`src/adsc_pkg.sv`:
```
// Summary of operation
// RULE_01 - Transfers are eight clocks, conversion 24
// RULE_02 - Command byte in, acquire, hold three later
// RULE_03 - Sixteen clocks of conversion follow command
// RULE_04 - Command starts with high bit seven
// RULE_05 - Decode channel, input mode, power mode fields
// RULE_06 - Single-ended codes map inputs zero to three
// RULE_07 - Differential codes map pairs and swaps
// RULE_08 - Power bits 00 sleep between conversions
// RULE_09 - Power bits 10 internal clock, 01 reserved
// RULE_10 - Power bits 11 always powered, external clock
// RULE_11 - Serial clock shifts data in all modes
// RULE_12 - Clock mode change takes one extra conversion
// RULE_13 - Host sets clock mode before power-down
// RULE_14 - Power-down keeps previous clock mode
// RULE_15 - Busy high one clock after command
// RULE_16 - Result bits MSB first on falling edges
// RULE_17 - Host gives at least 25 clocks
// RULE_18 - Next command may overlap the LSB
// RULE_19 - Zeros shifted after result bits; code holds the LSB on the line instead when the next command overlaps it
// RULE_20 - Outputs released while select high; busy stays driven while select is high in internal clock mode
// RULE_21 - Internal clock busy low at most 8 us
// RULE_22 - Result is 16-bit two's complement
// RULE_23 - Input sampled on rising serial clock
// RULE_24 - Select high discards partial command
package adsc_pkg;
  localparam int          CMD_BITS      = 8;
  localparam int          RES_BITS      = 16;
  localparam int          START_POS     = 7;
  localparam int          CHAN_HI       = 6;
  localparam int          CHAN_LO       = 4;
  localparam int          MODE_POS      = 2;
  localparam int          PWR_HI        = 1;
  localparam int          PWR_LO        = 0;
  localparam int          ACQ_BIT       = 5;
  localparam logic [1:0]  PWR_SLEEP     = 2'h0;
  localparam logic [1:0]  PWR_RSVD      = 2'h1;
  localparam logic [1:0]  PWR_INTCLK    = 2'h2;
  localparam logic [1:0]  PWR_EXTCLK    = 2'h3;
  localparam int          CLK_MHZ       = 100;
  localparam int          INT_CONV_US   = 8;
  localparam int          INT_CONV_CYC  = INT_CONV_US * CLK_MHZ;

  typedef enum logic [2:0] {
    ST_IDLE = 3'h0,
    ST_CMD  = 3'h1,
    ST_BUSY = 3'h2,
    ST_DATA = 3'h3,
    ST_ICNV = 3'h4,
    ST_TAIL = 3'h5
  } adsc_state_t;

  typedef struct packed {
    logic       pos_valid;
    logic [1:0] pos_input;
    logic       neg_is_common;
    logic [1:0] neg_input;
  } adsc_mux_t;

  typedef struct packed {
    logic       busy_o;
    logic       busy_oe_n;
    logic       sdo;
    logic       sdo_oe_n;
  } adsc_pins_t;
endpackage : adsc_pkg

```
`src/adsc_ctrl.sv`:
```
`timescale 1ns/1ps
module adsc_ctrl #(
  parameter int INT_CYC = adsc_pkg::INT_CONV_CYC
) (
  input  wire logic                  clk_sys,
  input  wire logic                  reset,
  input  wire logic                  clk_en,
  input  wire logic                  chip_sel_n,
  input  wire logic                  serial_shift_clock,
  input  wire logic                  serial_data_in,
  input  wire logic [15:0]           sample_code,
  output logic                       busy_out,
  output logic                       busy_oe_n,
  output logic                       serial_data_out,
  output logic                       sdo_oe_n,
  output logic                       acquire,
  output logic                       hold,
  output logic                       low_power,
  output logic                       int_clock_mode,
  output adsc_pkg::adsc_mux_t        mux_sel,
  output logic [15:0]                result_word
);
  // ==========================================================
  // State
  typedef struct packed {
    logic [1:0]             cs_s;
    logic [1:0]             ck_s;
    logic [1:0]             di_s;
    logic                   ck_prev;
    logic                   cs_prev;
    adsc_pkg::adsc_state_t  st;
    logic [7:0]             sh;
    logic [4:0]             cnt;
    logic [15:0]            res;
    logic [15:0]            samp;
    logic                   intmode;
    logic                   cmode;
    logic [9:0]             icnt;
    logic                   res_ready;
    adsc_pkg::adsc_pins_t   pins;
    logic                   acq;
    logic                   hld;
    logic                   lp;
    adsc_pkg::adsc_mux_t    mux;
  } adsc_regs_t;

  adsc_regs_t r_q, r_d;

  // ==========================================================
  // Multiplexer decode
  function automatic adsc_pkg::adsc_mux_t mux_decode(input logic [2:0] ch, input logic sgl);
    adsc_pkg::adsc_mux_t m;
    m = '0;
    m.pos_valid     = (ch == 3'h1) || (ch == 3'h5) || (ch == 3'h2) || (ch == 3'h6);
    m.pos_input     = {ch[1], ch[2]};                             // RULE_06
    m.neg_is_common = sgl;
    m.neg_input     = sgl ? 2'h0 : {ch[1], ~ch[2]};               // RULE_07
    return m;
  endfunction : mux_decode

  logic ck_rise, ck_fall, cs_fall;
  assign ck_rise = r_q.ck_s[1] & ~r_q.ck_prev;                    // RULE_23
  assign ck_fall = ~r_q.ck_s[1] & r_q.ck_prev;
  assign cs_fall = ~r_q.cs_s[1] & r_q.cs_prev;

  // ==========================================================
  // Next state
  always_comb begin
    logic [7:0] nsh;
    nsh = {r_q.sh[6:0], r_q.di_s[1]};
    r_d = r_q;
    r_d.cs_s    = {r_q.cs_s[0], chip_sel_n};
    r_d.ck_s    = {r_q.ck_s[0], serial_shift_clock};
    r_d.di_s    = {r_q.di_s[0], serial_data_in};
    r_d.ck_prev = r_q.ck_s[1];
    r_d.cs_prev = r_q.cs_s[1];
    r_d.samp    = sample_code;
    if (cs_fall) begin
      r_d.pins.busy_o = 1'b0;                                     // RULE_20
    end
    // Internal conversion runs on its own timer, select may rise
    if (r_q.st == adsc_pkg::ST_ICNV) begin
      if (r_q.icnt == 10'(INT_CYC - 1)) begin
        r_d.pins.busy_o = 1'b1;                                   // RULE_21
        r_d.res_ready   = 1'b1;
        r_d.hld         = 1'b0;
        r_d.lp          = (r_q.sh[1:0] == adsc_pkg::PWR_SLEEP);   // RULE_08
        r_d.cnt         = '0;
        r_d.st          = adsc_pkg::ST_DATA;
      end else begin
        r_d.icnt = r_q.icnt + 10'h1;
      end
    end else if (r_q.cs_s[1]) begin
      r_d.st  = adsc_pkg::ST_IDLE;                                // RULE_24
      r_d.acq = 1'b0;
      r_d.hld = 1'b0;
      r_d.pins.sdo = 1'b0;
    end else begin
      unique case (r_q.st)
        adsc_pkg::ST_IDLE, adsc_pkg::ST_TAIL: begin
          if (ck_fall && r_q.st == adsc_pkg::ST_TAIL) begin
            r_d.pins.sdo = 1'b0;                                  // RULE_19
          end
          if (ck_rise && r_q.di_s[1]) begin                       // RULE_04
            r_d.sh  = nsh;
            r_d.cnt = 5'h1;
            r_d.st  = adsc_pkg::ST_CMD;
          end
        end
        adsc_pkg::ST_CMD: begin
          if (ck_rise) begin                                      // RULE_11
            r_d.sh  = nsh;
            r_d.cnt = r_q.cnt + 5'h1;
            if (r_q.cnt == 5'(adsc_pkg::ACQ_BIT - 1)) begin
              r_d.acq = 1'b1;                                     // RULE_02
              r_d.lp  = 1'b0;                                     // RULE_08
            end
            if (r_q.cnt == 5'(adsc_pkg::CMD_BITS - 1)) begin      // RULE_01
              r_d.acq = 1'b0;
              r_d.hld = 1'b1;                                     // RULE_02
              r_d.res = r_q.samp;                                 // RULE_22
              r_d.mux = mux_decode(nsh[adsc_pkg::CHAN_HI:adsc_pkg::CHAN_LO],
                                   nsh[adsc_pkg::MODE_POS]);      // RULE_05
              // Mode bits of this byte apply from the next conversion on
              if (nsh[1:0] == adsc_pkg::PWR_INTCLK) begin
                r_d.intmode = 1'b1;                               // RULE_09
              end else if (nsh[1:0] == adsc_pkg::PWR_EXTCLK) begin
                r_d.intmode = 1'b0;                               // RULE_10
              end
              r_d.cnt = '0;
              // Reported mode is the one this conversion really runs in
              r_d.cmode = r_q.intmode;                            // RULE_12
              if (r_q.intmode) begin                              // RULE_12 RULE_14
                r_d.icnt        = '0;
                r_d.pins.busy_o = 1'b0;
                r_d.res_ready   = 1'b0;
                r_d.st          = adsc_pkg::ST_ICNV;
              end else begin
                r_d.st = adsc_pkg::ST_BUSY;
              end
            end
          end
        end
        adsc_pkg::ST_BUSY: begin
          if (ck_fall) begin
            if (r_q.cnt == 5'h0) begin
              r_d.pins.busy_o = 1'b1;                             // RULE_15
              r_d.cnt = 5'h1;
            end else begin
              r_d.pins.busy_o = 1'b0;
              r_d.pins.sdo    = r_q.res[adsc_pkg::RES_BITS - 1];  // RULE_16
              r_d.res         = {r_q.res[14:0], 1'b0};
              r_d.cnt         = 5'h1;
              r_d.st          = adsc_pkg::ST_DATA;
            end
          end
        end
        adsc_pkg::ST_DATA: begin
          if (ck_fall) begin
            if (r_q.cnt == 5'(adsc_pkg::RES_BITS)) begin          // RULE_03
              r_d.pins.sdo = 1'b0;                                // RULE_19
              r_d.hld      = 1'b0;
              r_d.lp       = (r_q.sh[1:0] == adsc_pkg::PWR_SLEEP); // RULE_08
              r_d.st       = adsc_pkg::ST_TAIL;
            end else begin
              r_d.pins.sdo = r_q.res[adsc_pkg::RES_BITS - 1];     // RULE_16
              r_d.res      = {r_q.res[14:0], 1'b0};
              r_d.cnt      = r_q.cnt + 5'h1;
            end
          end
          if (ck_rise && r_q.di_s[1] && r_q.cnt == 5'(adsc_pkg::RES_BITS)) begin
            r_d.sh  = nsh;                                        // RULE_18
            r_d.cnt = 5'h1;
            r_d.hld = 1'b0;
            r_d.st  = adsc_pkg::ST_CMD;
          end
        end
        default: begin
          r_d.st = adsc_pkg::ST_IDLE;
        end
      endcase
    end
    // Busy stays driven in internal mode so the host can poll it
    r_d.pins.busy_oe_n = r_q.cs_s[1] && !r_q.cmode;               // RULE_20
    r_d.pins.sdo_oe_n  = r_q.cs_s[1];                             // RULE_20
  end

  // ==========================================================
  // Registers
  always_ff @(posedge clk_sys) begin
    if (reset) begin
      r_q <= '{cs_s: 2'h3, cs_prev: 1'b1, st: adsc_pkg::ST_IDLE,
               pins: '{busy_o: 1'b0, busy_oe_n: 1'b1, sdo: 1'b0, sdo_oe_n: 1'b1},
               default: '0};
    end else if (clk_en) begin
      r_q <= r_d;
    end
  end

  assign busy_out        = r_q.pins.busy_o;
  assign busy_oe_n       = r_q.pins.busy_oe_n;
  assign serial_data_out = r_q.pins.sdo;
  assign sdo_oe_n        = r_q.pins.sdo_oe_n;
  assign acquire         = r_q.acq;
  assign hold            = r_q.hld;
  assign low_power       = r_q.lp;
  assign int_clock_mode  = r_q.cmode;
  assign mux_sel         = r_q.mux;
  assign result_word     = r_q.res;
endmodule : adsc_ctrl

```
`config.mk`:
```
export PLATFORM = sky130hd
export DESIGN_NAME = adsc_ctrl
export DESIGN_NICKNAME = d
export VERILOG_FILES = /design/src/adsc_pkg.sv /design/src/adsc_ctrl.sv
export SDC_FILE = /design/constraint.sdc
export NUM_CORES = 1
export LEC_CHECK = 0
export BUFFER_PORTS_ARGS = -buffer_cell sky130_fd_sc_hd__buf_4
export CAP_MARGIN = 10
export CORE_ASPECT_RATIO = 1.4
export CORE_UTILIZATION = 52
export CTS_CLUSTER_DIAMETER = 200
export CTS_CLUSTER_SIZE = 12
export DETAILED_ROUTE_END_ITERATION = 16
export GPL_ROUTABILITY_DRIVEN = 0
export HOLD_SLACK_MARGIN = 0.1
export PLACE_DENSITY = 0.76
export REMOVE_ABC_BUFFERS = 1
export SYNTH_ARGS = -nofsm -noshare
export SYNTH_HDL_FRONTEND = slang
export SYNTH_SLANG_ARGS = --single-unit
export TNS_END_PERCENT = 20
```
`constraint.sdc`:
```
create_clock -name clk_sys -period 2.1 [get_ports clk_sys]
set_input_delay 0.21 -clock clk_sys [delete_from_list [all_inputs] [get_ports clk_sys]]
set_output_delay 0.21 -clock clk_sys [all_outputs]
set_load 0.02 [all_outputs]
```
==> results.py, run 1 <==
metrics = {
    "final_layout": {
        "final_util": 0.6815,
        "area_delta_synth_final_pct": 27.12,
        "filler_cell_count": 589,
        "final_area_um2": 4985,
        "drive_above_1_share": 0.2528,
        "diodes": 0,
        "nets": 555,
        "finalNonFillerCells": 631,
    },
    "synthesis": {
        "ys_types": 57,
        "synthFlopType": "dfxtp_1",
        "synth_top_cell_by_area": "dfxtp_1",
        "seq_area_frac_synth": 0.3982,
        "syn_area_per_cell_um2": 8.433,
        "async_flop_share": 0,
        "synth_cells": 465,
        "syn_area_um2": 3921,
        "synth_edf_count": 0,
        "netlist.area_leader.share": 0.3982,
        "ys_top_cells_by_area": "dfxtp_1, mux2i_1, nor2_1",
        "yosysWarnings": 0,
        "synth-seq-cells": 78,
    },
    "worst_setup_path": {
        "critical_path_class": "reg2reg",
        "worstPathRequired_ns": 2.33,
        "path_max_fanout": 5,
        "start_kind": "flop",
        "endpoint_kind": "flop",
        "cp.arrival_ns": 2.36,
    },
    "timing": {
        "worstMarginPinSlew_ns": 0.6590,
        "setup_viol_count_final": 4,
        "hold_viol_final": 0,
        "max_slew_margin": 0.5606,
        "post-route-period-util": 1.011,
        "worst_slack_ns": -0.02385,
        "drv_slew": 0,
        "fin_skew_ns": 0.006908,
        "rsz0062_at_grt": "true",
        "finalCriticalPeriod_ns": 2.124,
        "maxClockFrequency_ghz": 0.4708,
    },
    "floorplan": {
        "start_util": 0.5361,
        "rows": 37,
        "fp.dieW_um": 75.39,
        "die_h_um": 104.7,
        "dieArea_um2": 7897,
        "core_um2": 7315,
        "io_pins": 52,
    },
    "global_routing": {
        "grt_max_degree": 34,
        "grt-ovfl-total": 0,
        "track_usage": 0.2752,
        "grt_pass1_vias": 3560,
        "antenna_found_initial": 0,
        "grt_pass1_wl_um": 16570,
    },
    "place": {
        "placed_area_um2": 4444,
        "placed_cells": 597,
        "portBuffers": 51,
        "dp_hpwl_um": 6808,
        "dp_slack_ns": -0.09710,
    },
    "route": {
        "wl_met2_um": 5081,
        "m1WireLength_um": 4078,
        "top_layer_used": "met4",
        "drt-initial-drc-count": 344,
        "routedWlPerCell_um": 16.25,
        "firstDrtPassIters": 6,
        "dr_total_vias": 3742,
        "wl_um": 10250,
        "drc": 0,
        "vias_per_cell": 5.930,
        "ant_nets": 0,
        "wl_met3_um": 666,
    },
    "pwr": {
        "p_int_mw": 2.425,
        "p_sw_frac": 0.2352,
        "p_leak_nw": 1.956,
        "clkPwrFrac": 0.427,
        "pwr-share-seq": 0.484,
        "combPwrFrac": 0.090,
        "powerDensity_nw_per_um2": 636.0,
        "power_switching_uw": 745.6,
        "ir_drop_v": 0.0004825,
    },
    "clocking": {
        "cts-root-buf": "clkbuf_8",
        "cts_made_buffers": 9,
        "clk_path_buf_depth": 2,
        "clkLatencyLatePin_ns": 0.36,
        "clkTransAtPathRegs_ns": 0.08,
        "clock-sinks": 78,
        "htree_levels": 3,
        "cts_tree": "built",
    },
    "outcome": {
        "violations": "setup timing",
        "run_status": "complete, but fails checks",
    },
    "min_path": {
        "hp-class": "in2reg",
    },
    "flow_run": {
        "cap_viol_max_count": 0,
    },
}
==> synthesized netlist by cell type, types with 2 or more instances <==
library cell,number
ha_1,3
o221ai_1,2
nand2b_1,6
clkbuf_1,24
nand4_1,7
o31ai_1,2
a32oi_1,3
and4_1,3
mux2i_1,30
nor3_1,2
buf_2,5
xor2_1,6
nor4b_1,2
nor2b_1,9
a32o_1,3
and4bb_2,2
dfxtp_1,78
nor3b_1,3
nor2_1,62
inv_1,7
a22oi_1,2
a311o_1,2
o211ai_1,10
or3_1,3
buf_4,22
a211oi_1,5
nand3_1,22
nand2_1,46
a311oi_1,16
buf_1,5
a31oi_1,4
o21ai_0,17
a221oi_2,2
and3_1,2
a21oi_1,22
o2111ai_1,3
nand4b_1,3
==> registers in the layout (all words and copies together) (netlist names) <==
register and cells:
r_d 5, r_q 43, busy_out 1, int_clock_mode 1, low_power 1, mux_sel 6
hold 1, sdo_oe_n 1, result_word 16, busy_oe_n 1, serial_data_out 1, acquire 1
==> timing repair <==
item / 4_1_cts / 5_1_grt
endpoints found under the setup margin: 11 / 22
hold endpoints to repair: 17 / 0
setup buffers: 0 / 1
resized for setup: 8 / 16
hold buffers: 17 / 0
pin swaps: 1 / 7
gates cloned: 0 / 1
==> area by class of cell <==
class,count,area [um^2],share of cell area
Multi-Input combinational cell,323,2123,0.4260
Timing Repair Buffer,111,917.1,0.1840
Inverter,7,26.28,0.005271
Clock inverter,5,106.4,0.02134
Clock buffer,10,127.6,0.02560
Sequential cell,78,1563,0.3135
Tap cell,97,121.4,0.02435
==> cell families after synthesis <==
kind of cell / Yosys count / share of synthesized area
DFF: 78 / 0.3982
buffers and inverters: 64 / 0.08583
AOI/OAI and AO/OA: 98 / 0.1774
muxes: 30 / 0.07658
adders and majority gates: 3 / 0.009573
xor gates and xnor gates: 7 / 0.01564
and+or+nand+nor: 185 / 0.2368
==> through the flow <==
step                      power [mW]  TNS (ns)  hold WS, ns
after CTS                      3.178  -0.03984       0.1041
after global placement         1.803  -0.07691       0.4280
after detailed placement       1.812   -0.3251       0.4417
after global routing           3.269    -1.037       0.1266
final                          3.170  -0.06683       0.1164
after floorplan                1.676    -15.92       0.2762
==> layer usage <==
layer  vias up  track usage
li1       1781            -
met1      1754       0.3374
met2       165       0.4452
met3        42      0.03857
met4         0       0.1614
met5         -            0
==> critical path, cell delays in order, from the launching register on <==
cell and delay (ns):
dfxtp_2 0.33, inv_2 0.07, ha_4 0.14, or4b_4 0.47, or4_4 0.44, a221oi_4 0.29
nor2_4 0.08, o2111ai_1 0.10, a21oi_1 0.09
==> cell usage in the layout (no fill, tap or decap), types with 7 or more instances in the layout <==
cell type and instances:
nor2_1 61, nor2b_1 8, buf_4 90, o21ai_0 16, o211ai_1 10, dfxtp_1 77, a311oi_1 13, nand2_1 46
clkbuf_8 9, nand3_1 21, mux2i_1 30, nand4_1 7, dlygate4sd3_1 17, a21oi_1 22
==> path summary, 6_finish.rpt <==
kind                                      from          to  slack [ns]  cells past startpoint
worst min register to register      mux_sel[1]  mux_sel[1]        0.46                      2
worst min-delay path            sample_code[9]     r_q[35]        0.12                      3
worst max-delay path                   r_q[58]     r_q[73]       -0.02                      8
worst max register to register         r_q[58]     r_q[73]       -0.02                      8
==> power by group through the flow <==
| stage | clock [mW] | combinational, mW | sequential, mW |
|---|---|---|---|
| final | 1.35 | 0.284 | 1.53 |
| after global routing | 1.42 | 0.307 | 1.54 |
| after CTS | 1.37 | 0.277 | 1.53 |
| after detailed placement | 0 | 0.245 | 1.57 |
| after global placement | 0 | 0.238 | 1.57 |
| after floorplan | 0 | 0.108 | 1.57 |
Note: power is estimated with default switching activity, not from simulation.
==> run 2, diff against run 1 <==
--- a/config.mk
+++ b/config.mk
@@ -8,14 +8,15 @@
 export BUFFER_PORTS_ARGS = -buffer_cell sky130_fd_sc_hd__buf_4
 export CAP_MARGIN = 10
 export CORE_ASPECT_RATIO = 1.4
-export CORE_UTILIZATION = 52
+export CORE_UTILIZATION = 45
 export CTS_CLUSTER_DIAMETER = 200
 export CTS_CLUSTER_SIZE = 12
 export DETAILED_ROUTE_END_ITERATION = 16
 export GPL_ROUTABILITY_DRIVEN = 0
 export HOLD_SLACK_MARGIN = 0.1
-export PLACE_DENSITY = 0.76
+export PLACE_DENSITY = 0.67
 export REMOVE_ABC_BUFFERS = 1
+export SKIP_CTS_REPAIR_TIMING = 1
 export SYNTH_ARGS = -nofsm -noshare
 export SYNTH_HDL_FRONTEND = slang
 export SYNTH_SLANG_ARGS = --single-unit
==> results.py, run 2 (synthesized netlist as in run 1, its figures left out) <==
metrics = {
    "outcome": {
        "run_status": "complete, but fails checks",
        "violations": "setup timing",
    },
    "worst_setup_path": {
        "worstPathRequired_ns": 2.33,
        "crit_start": "r_q[58]",
        "r2r_start": "r_q[58]",
        "start_kind": "flop",
        "critical_path_class": "reg2reg",
        "cp.arrival_ns": 2.42,
        "reg2reg_slack_ns": -0.09,
        "rr_worst_depth": 7,
        "r2r_end": "r_q[72]",
        "path_max_fanout": 5,
        "endpoint_kind": "flop",
    },
    "final_layout": {
        "final_cell_mix": "buf_4, dfxtp_1, nor2_1",
        "final_area_um2": 4957,
        "diodes": 0,
        "final_util": 0.5976,
        "area_delta_synth_final_pct": 26.42,
        "regMostFlops": "r_q",
        "layout_commonest_cell": "buf_4",
        "finalNonFillerCells": 625,
        "drive_above_1_share": 0.2811,
        "nets": 543,
        "largest_register_ff_count": 43,
    },
    "flow_run": {
        "cap_viol_max_count": 0,
    },
    "min_path": {
        "hp-class": "in2reg",
        "hp-start": "chip_sel_n",
        "hold_end": "r_d[81]",
        "whs_path_depth": 3,
    },
    "global_routing": {
        "antenna_found_initial": 0,
        "grt_pass1_vias": 3506,
        "grt_pass1_wl_um": 16260,
        "grt_max_degree": 33,
        "track_usage": 0.2315,
        "grt-ovfl-total": 0,
    },
    "timing": {
        "drv_slew": 0,
        "post-route-period-util": 1.044,
        "rsz0062_at_grt": "true",
        "setup_viol_count_final": 9,
        "worstMarginPinSlew_ns": 0.5997,
        "hold_viol_final": 0,
        "fin_skew_ns": 0.004880,
        "maxClockFrequency_ghz": 0.4560,
        "finalSetupTns_ns": -0.3254,
        "worst_slack_ns": -0.09278,
        "finalCriticalPeriod_ns": 2.193,
        "max_slew_margin": 0.5960,
    },
    "floorplan": {
        "die_h_um": 112.5,
        "core_um2": 8295,
        "io_pins": 52,
        "dieArea_um2": 9097,
        "fp.dieW_um": 80.90,
        "start_util": 0.4727,
        "rows": 39,
    },
    "place": {
        "placed_area_um2": 4466,
        "portBuffers": 51,
        "placed_cells": 604,
        "dp_hpwl_um": 7032,
    },
    "pwr": {
        "ir_drop_v": 0.0004825,
        "powerDensity_nw_per_um2": 679.8,
        "p_leak_nw": 1.961,
    },
    "route": {
        "ant_nets": 0,
        "wl_um": 10380,
        "drc": 0,
        "routedWlPerCell_um": 16.61,
        "dr_total_vias": 3702,
        "vias_per_cell": 5.923,
        "drt-initial-drc-count": 361,
        "firstDrtPassIters": 7,
    },
    "clocking": {
        "clkLatencyLatePin_ns": 0.34,
        "clk_path_buf_depth": 2,
        "cts_made_buffers": 9,
        "clock-sinks": 78,
        "clkTransAtPathRegs_ns": 0.06,
        "htree_levels": 3,
        "cts_tree": "built",
        "cts-root-buf": "clkbuf_16",
    },
}
run 2: final cells by class:
| type | count | area (um^2) |
|---|---|---|
| clock buffers | 11 | 242.7 |
| fillers | 734 | 3338 |
| repair buffers | 99 | 790.8 |
| well taps | 102 | 127.6 |
| flip-flops and latches | 78 | 1565 |
| inverters | 7 | 26.28 |
| multi-input cells | 323 | 2148 |
| clock inverters | 5 | 56.30 |
run 2: how the worst max path moves through the flow:
stage | depth (start not counted) | slack, ns | end
finish | 7 | -0.09 | r_q[72]
global route | 7 | -0.15 | r_q[72]
CTS | 8 | -0.15 | r_q[71]
detailed placement | 8 | -0.07 | r_q[71]
global placement | 8 | -0.03 | r_q[71]
floorplan | 7 | -0.98 | result_word[0]
run 2: critical path, cell delays in order (launching register included):
cell and delay (ns):
dfxtp_2 0.32, inv_2 0.07, ha_4 0.13, or4b_4 0.47, or4_4 0.45, a221oi_4 0.33
nor2_4 0.10, o211a_1 0.22
run 2: metrics by stage:
step	hold slack, ns	setup slack [ns]	total power, mW
final	0.1031	-0.09278	3.370
after global routing	0.1012	-0.1504	3.474
after CTS	0.09868	-0.1464	3.382
after detailed placement	0.4402	-0.07277	1.818
after global placement	0.4319	-0.02795	1.814
after floorplan	0.2762	-0.9780	1.676
run 2: metal layers:
metal  global-route usage  routed length (um)  up-vias
met5                    0                   0        -
li1                     -                   -     1764
met1               0.2597                4332     1759
met4               0.1333                 474        0
met3              0.06341                 517       41
met2               0.3843                5056      138
run 2: power by group:
group	switching [mW]	internal [mW]
Clock	0.612	0.953
Combinational	0.154	0.118
Sequential	0.0248	1.51
Total	0.790	2.58
==> run 3, diff against run 2 <==
--- a/config.mk
+++ b/config.mk
@@ -9,7 +9,8 @@
 export CAP_MARGIN = 10
 export CORE_ASPECT_RATIO = 1.4
 export CORE_UTILIZATION = 45
-export CTS_CLUSTER_DIAMETER = 200
+export CTS_BUF_LIST = sky130_fd_sc_hd__clkbuf_4 sky130_fd_sc_hd__clkbuf_8
+export CTS_CLUSTER_DIAMETER = 30
 export CTS_CLUSTER_SIZE = 12
 export DETAILED_ROUTE_END_ITERATION = 16
 export GPL_ROUTABILITY_DRIVEN = 0
==> results.py, run 3 (synthesized netlist as in run 1, its figures left out) <==
metrics = {
    "worst_setup_path": {
        "path_buf_inv": 1,
        "rr_worst_depth": 8,
        "worstPathRequired_ns": 2.33,
        "r2r_start": "r_q[58]",
        "path_delay_family": "simple AND/OR/NAND/NOR gates",
        "critPathMaxStageDelay_ns": 0.46,
        "cp.arrival_ns": 2.36,
        "crit_chain": "inv_2 -> ha_4 -> or4b_4 -> or4_4 -> a221oi_4 -> nor2_4 -> o21ai_1 -> a221oi_2",
        "start_kind": "flop",
        "endpoint_kind": "flop",
        "r2r_end": "r_q[71]",
        "path_max_fanout": 5,
        "cp_slowest_cell": "or4b_4",
        "critical_path_class": "reg2reg",
        "reg2reg_slack_ns": -0.03,
    },
    "route": {
        "dr_total_vias": 3722,
        "ant_nets": 0,
        "wl_met2_um": 4887,
        "drt-initial-drc-count": 337,
        "m1WireLength_um": 4123,
        "vias_per_cell": 5.889,
        "firstDrtPassIters": 5,
        "wl_met3_um": 535,
        "top_layer_used": "met4",
        "wl_um": 10010,
        "drc": 0,
        "routedWlPerCell_um": 15.83,
    },
    "global_routing": {
        "grt_pass1_vias": 3525,
        "grt_max_degree": 33,
        "grt-ovfl-total": 0,
        "track_usage": 0.2292,
        "grt_pass1_wl_um": 16160,
        "antenna_found_initial": 0,
    },
    "pwr": {
        "p_int_mw": 2.232,
        "pwr-share-seq": 0.516,
        "finalPower_mw": 2.969,
        "clkPwrFrac": 0.389,
        "powerDensity_nw_per_um2": 612.6,
        "combPwrFrac": 0.095,
        "power_switching_uw": 736.6,
        "p_sw_frac": 0.2481,
        "ir_drop_v": 0.0004616,
        "p_leak_nw": 1.910,
    },
    "timing": {
        "worstMarginPinSlew_ns": 0.6020,
        "rsz0062_at_grt": "true",
        "maxClockFrequency_ghz": 0.4694,
        "fin_skew_ns": 0.006954,
        "post-route-period-util": 1.015,
        "worst_slack_ns": -0.03045,
        "max_slew_margin": 0.5944,
        "finalCriticalPeriod_ns": 2.130,
        "hold_viol_final": 0,
        "setup_viol_count_final": 2,
        "drv_slew": 0,
    },
    "place": {
        "dp_hpwl_um": 7032,
        "portBuffers": 51,
        "placed_cells": 604,
        "placed_area_um2": 4466,
    },
    "final_layout": {
        "filler_cell_count": 749,
        "drive_above_1_share": 0.2547,
        "finalNonFillerCells": 632,
        "final_area_um2": 4846,
        "multiInputGateArea_um2": 2090,
        "largest_register_ff_count": 43,
        "layout_commonest_cell": "buf_4",
        "area_delta_synth_final_pct": 23.58,
        "diodes": 0,
        "seq_area_um2": 1565,
        "nets": 550,
        "regMostFlops": "r_q",
        "final_cell_mix": "buf_4, dfxtp_1, nor2_1",
        "final_util": 0.5842,
    },
    "floorplan": {
        "start_util": 0.4727,
        "rows": 39,
        "core_um2": 8295,
        "fp.dieW_um": 80.90,
        "die_h_um": 112.5,
        "dieArea_um2": 9097,
        "io_pins": 52,
    },
    "clocking": {
        "cts_made_buffers": 9,
        "clk_path_buf_depth": 2,
        "clock-sinks": 78,
        "htree_levels": 3,
        "cts_tree": "built",
        "clkTransAtPathRegs_ns": 0.08,
        "cts-root-buf": "clkbuf_8",
        "clkLatencyLatePin_ns": 0.36,
    },
    "min_path": {
        "hp-class": "in2reg",
        "hp-start": "sample_code[4]",
        "hold_end": "r_q[30]",
        "whs_path_depth": 3,
    },
    "flow_run": {
        "cap_viol_max_count": 0,
    },
    "outcome": {
        "violations": "setup timing",
        "run_status": "complete, but fails checks",
    },
}
-- run 3: changes by cell type in the layout (fill, tap and decap cells not counted), moves of 2 or more --
cell           change
dlygate4sd3_1     +11
a311oi_2           -6
clkbuf_8           +9
clkbuf_16         -11
buf_4              -2
a311oi_1           +6
-- run 3: worst min-delay path, stage by stage --
cell	delay, ns
buf_4	0.08
mux2i_1	0.05
nor2_1	0.07
-- run 3: how the worst max path moves through the flow --
stage	startpoint	end	slack [ns]	cells after the start
after floorplan	r_q[58]	result_word[0]	-0.98	7
after global placement	r_q[58]	r_q[71]	-0.03	8
after detailed placement	r_q[58]	r_q[71]	-0.07	8
after CTS	r_q[58]	r_q[71]	-0.09	8
after global routing	r_q[58]	r_q[71]	-0.07	8
final	r_q[58]	r_q[71]	-0.03	8
-- run 3: layout make-up --
| class | instances | share of cell area |
|---|---|---|
| inverters | 7 | 0.005422 |
| clock inverters | 5 | 0.01162 |
| multi-input cells | 323 | 0.4312 |
| repair buffers | 106 | 0.1725 |
| well taps | 102 | 0.02634 |
| flip-flops and latches | 78 | 0.3230 |
| clock buffers | 11 | 0.02995 |
-- run 3: metal layers --
| layer | global-route usage | up-vias |
|---|---|---|
| li1 | - | 1768 |
| met1 | 0.2613 | 1778 |
| met2 | 0.3793 | 131 |
| met3 | 0.05935 | 45 |
| met4 | 0.1298 | 0 |
| met5 | 0 | - |
-- run 3: power by group through the flow --
stage | clock [mW] | combinational [mW] | sequential, mW
after floorplan | 0 | 0.108 | 1.57
after global placement | 0 | 0.250 | 1.56
after detailed placement | 0 | 0.253 | 1.56
after CTS | 1.17 | 0.255 | 1.53
after global routing | 1.24 | 0.307 | 1.53
final | 1.15 | 0.283 | 1.53
-- run 3: through the flow --
| stage | worst slack [ns] | setup TNS (ns) | hold WS (ns) |
|---|---|---|---|
| 2_1_floorplan | -0.9780 | -15.92 | 0.2762 |
| 3_3_place_gp | -0.02795 | -0.05173 | 0.4319 |
| 3_5_place_dp | -0.07277 | -0.1437 | 0.4402 |
| 4_1_cts | -0.09302 | -0.2194 | 0.06869 |
| 5_1_grt | -0.07262 | -0.3646 | 0.09676 |
| 6_report | -0.03045 | -0.04535 | 0.08401 |
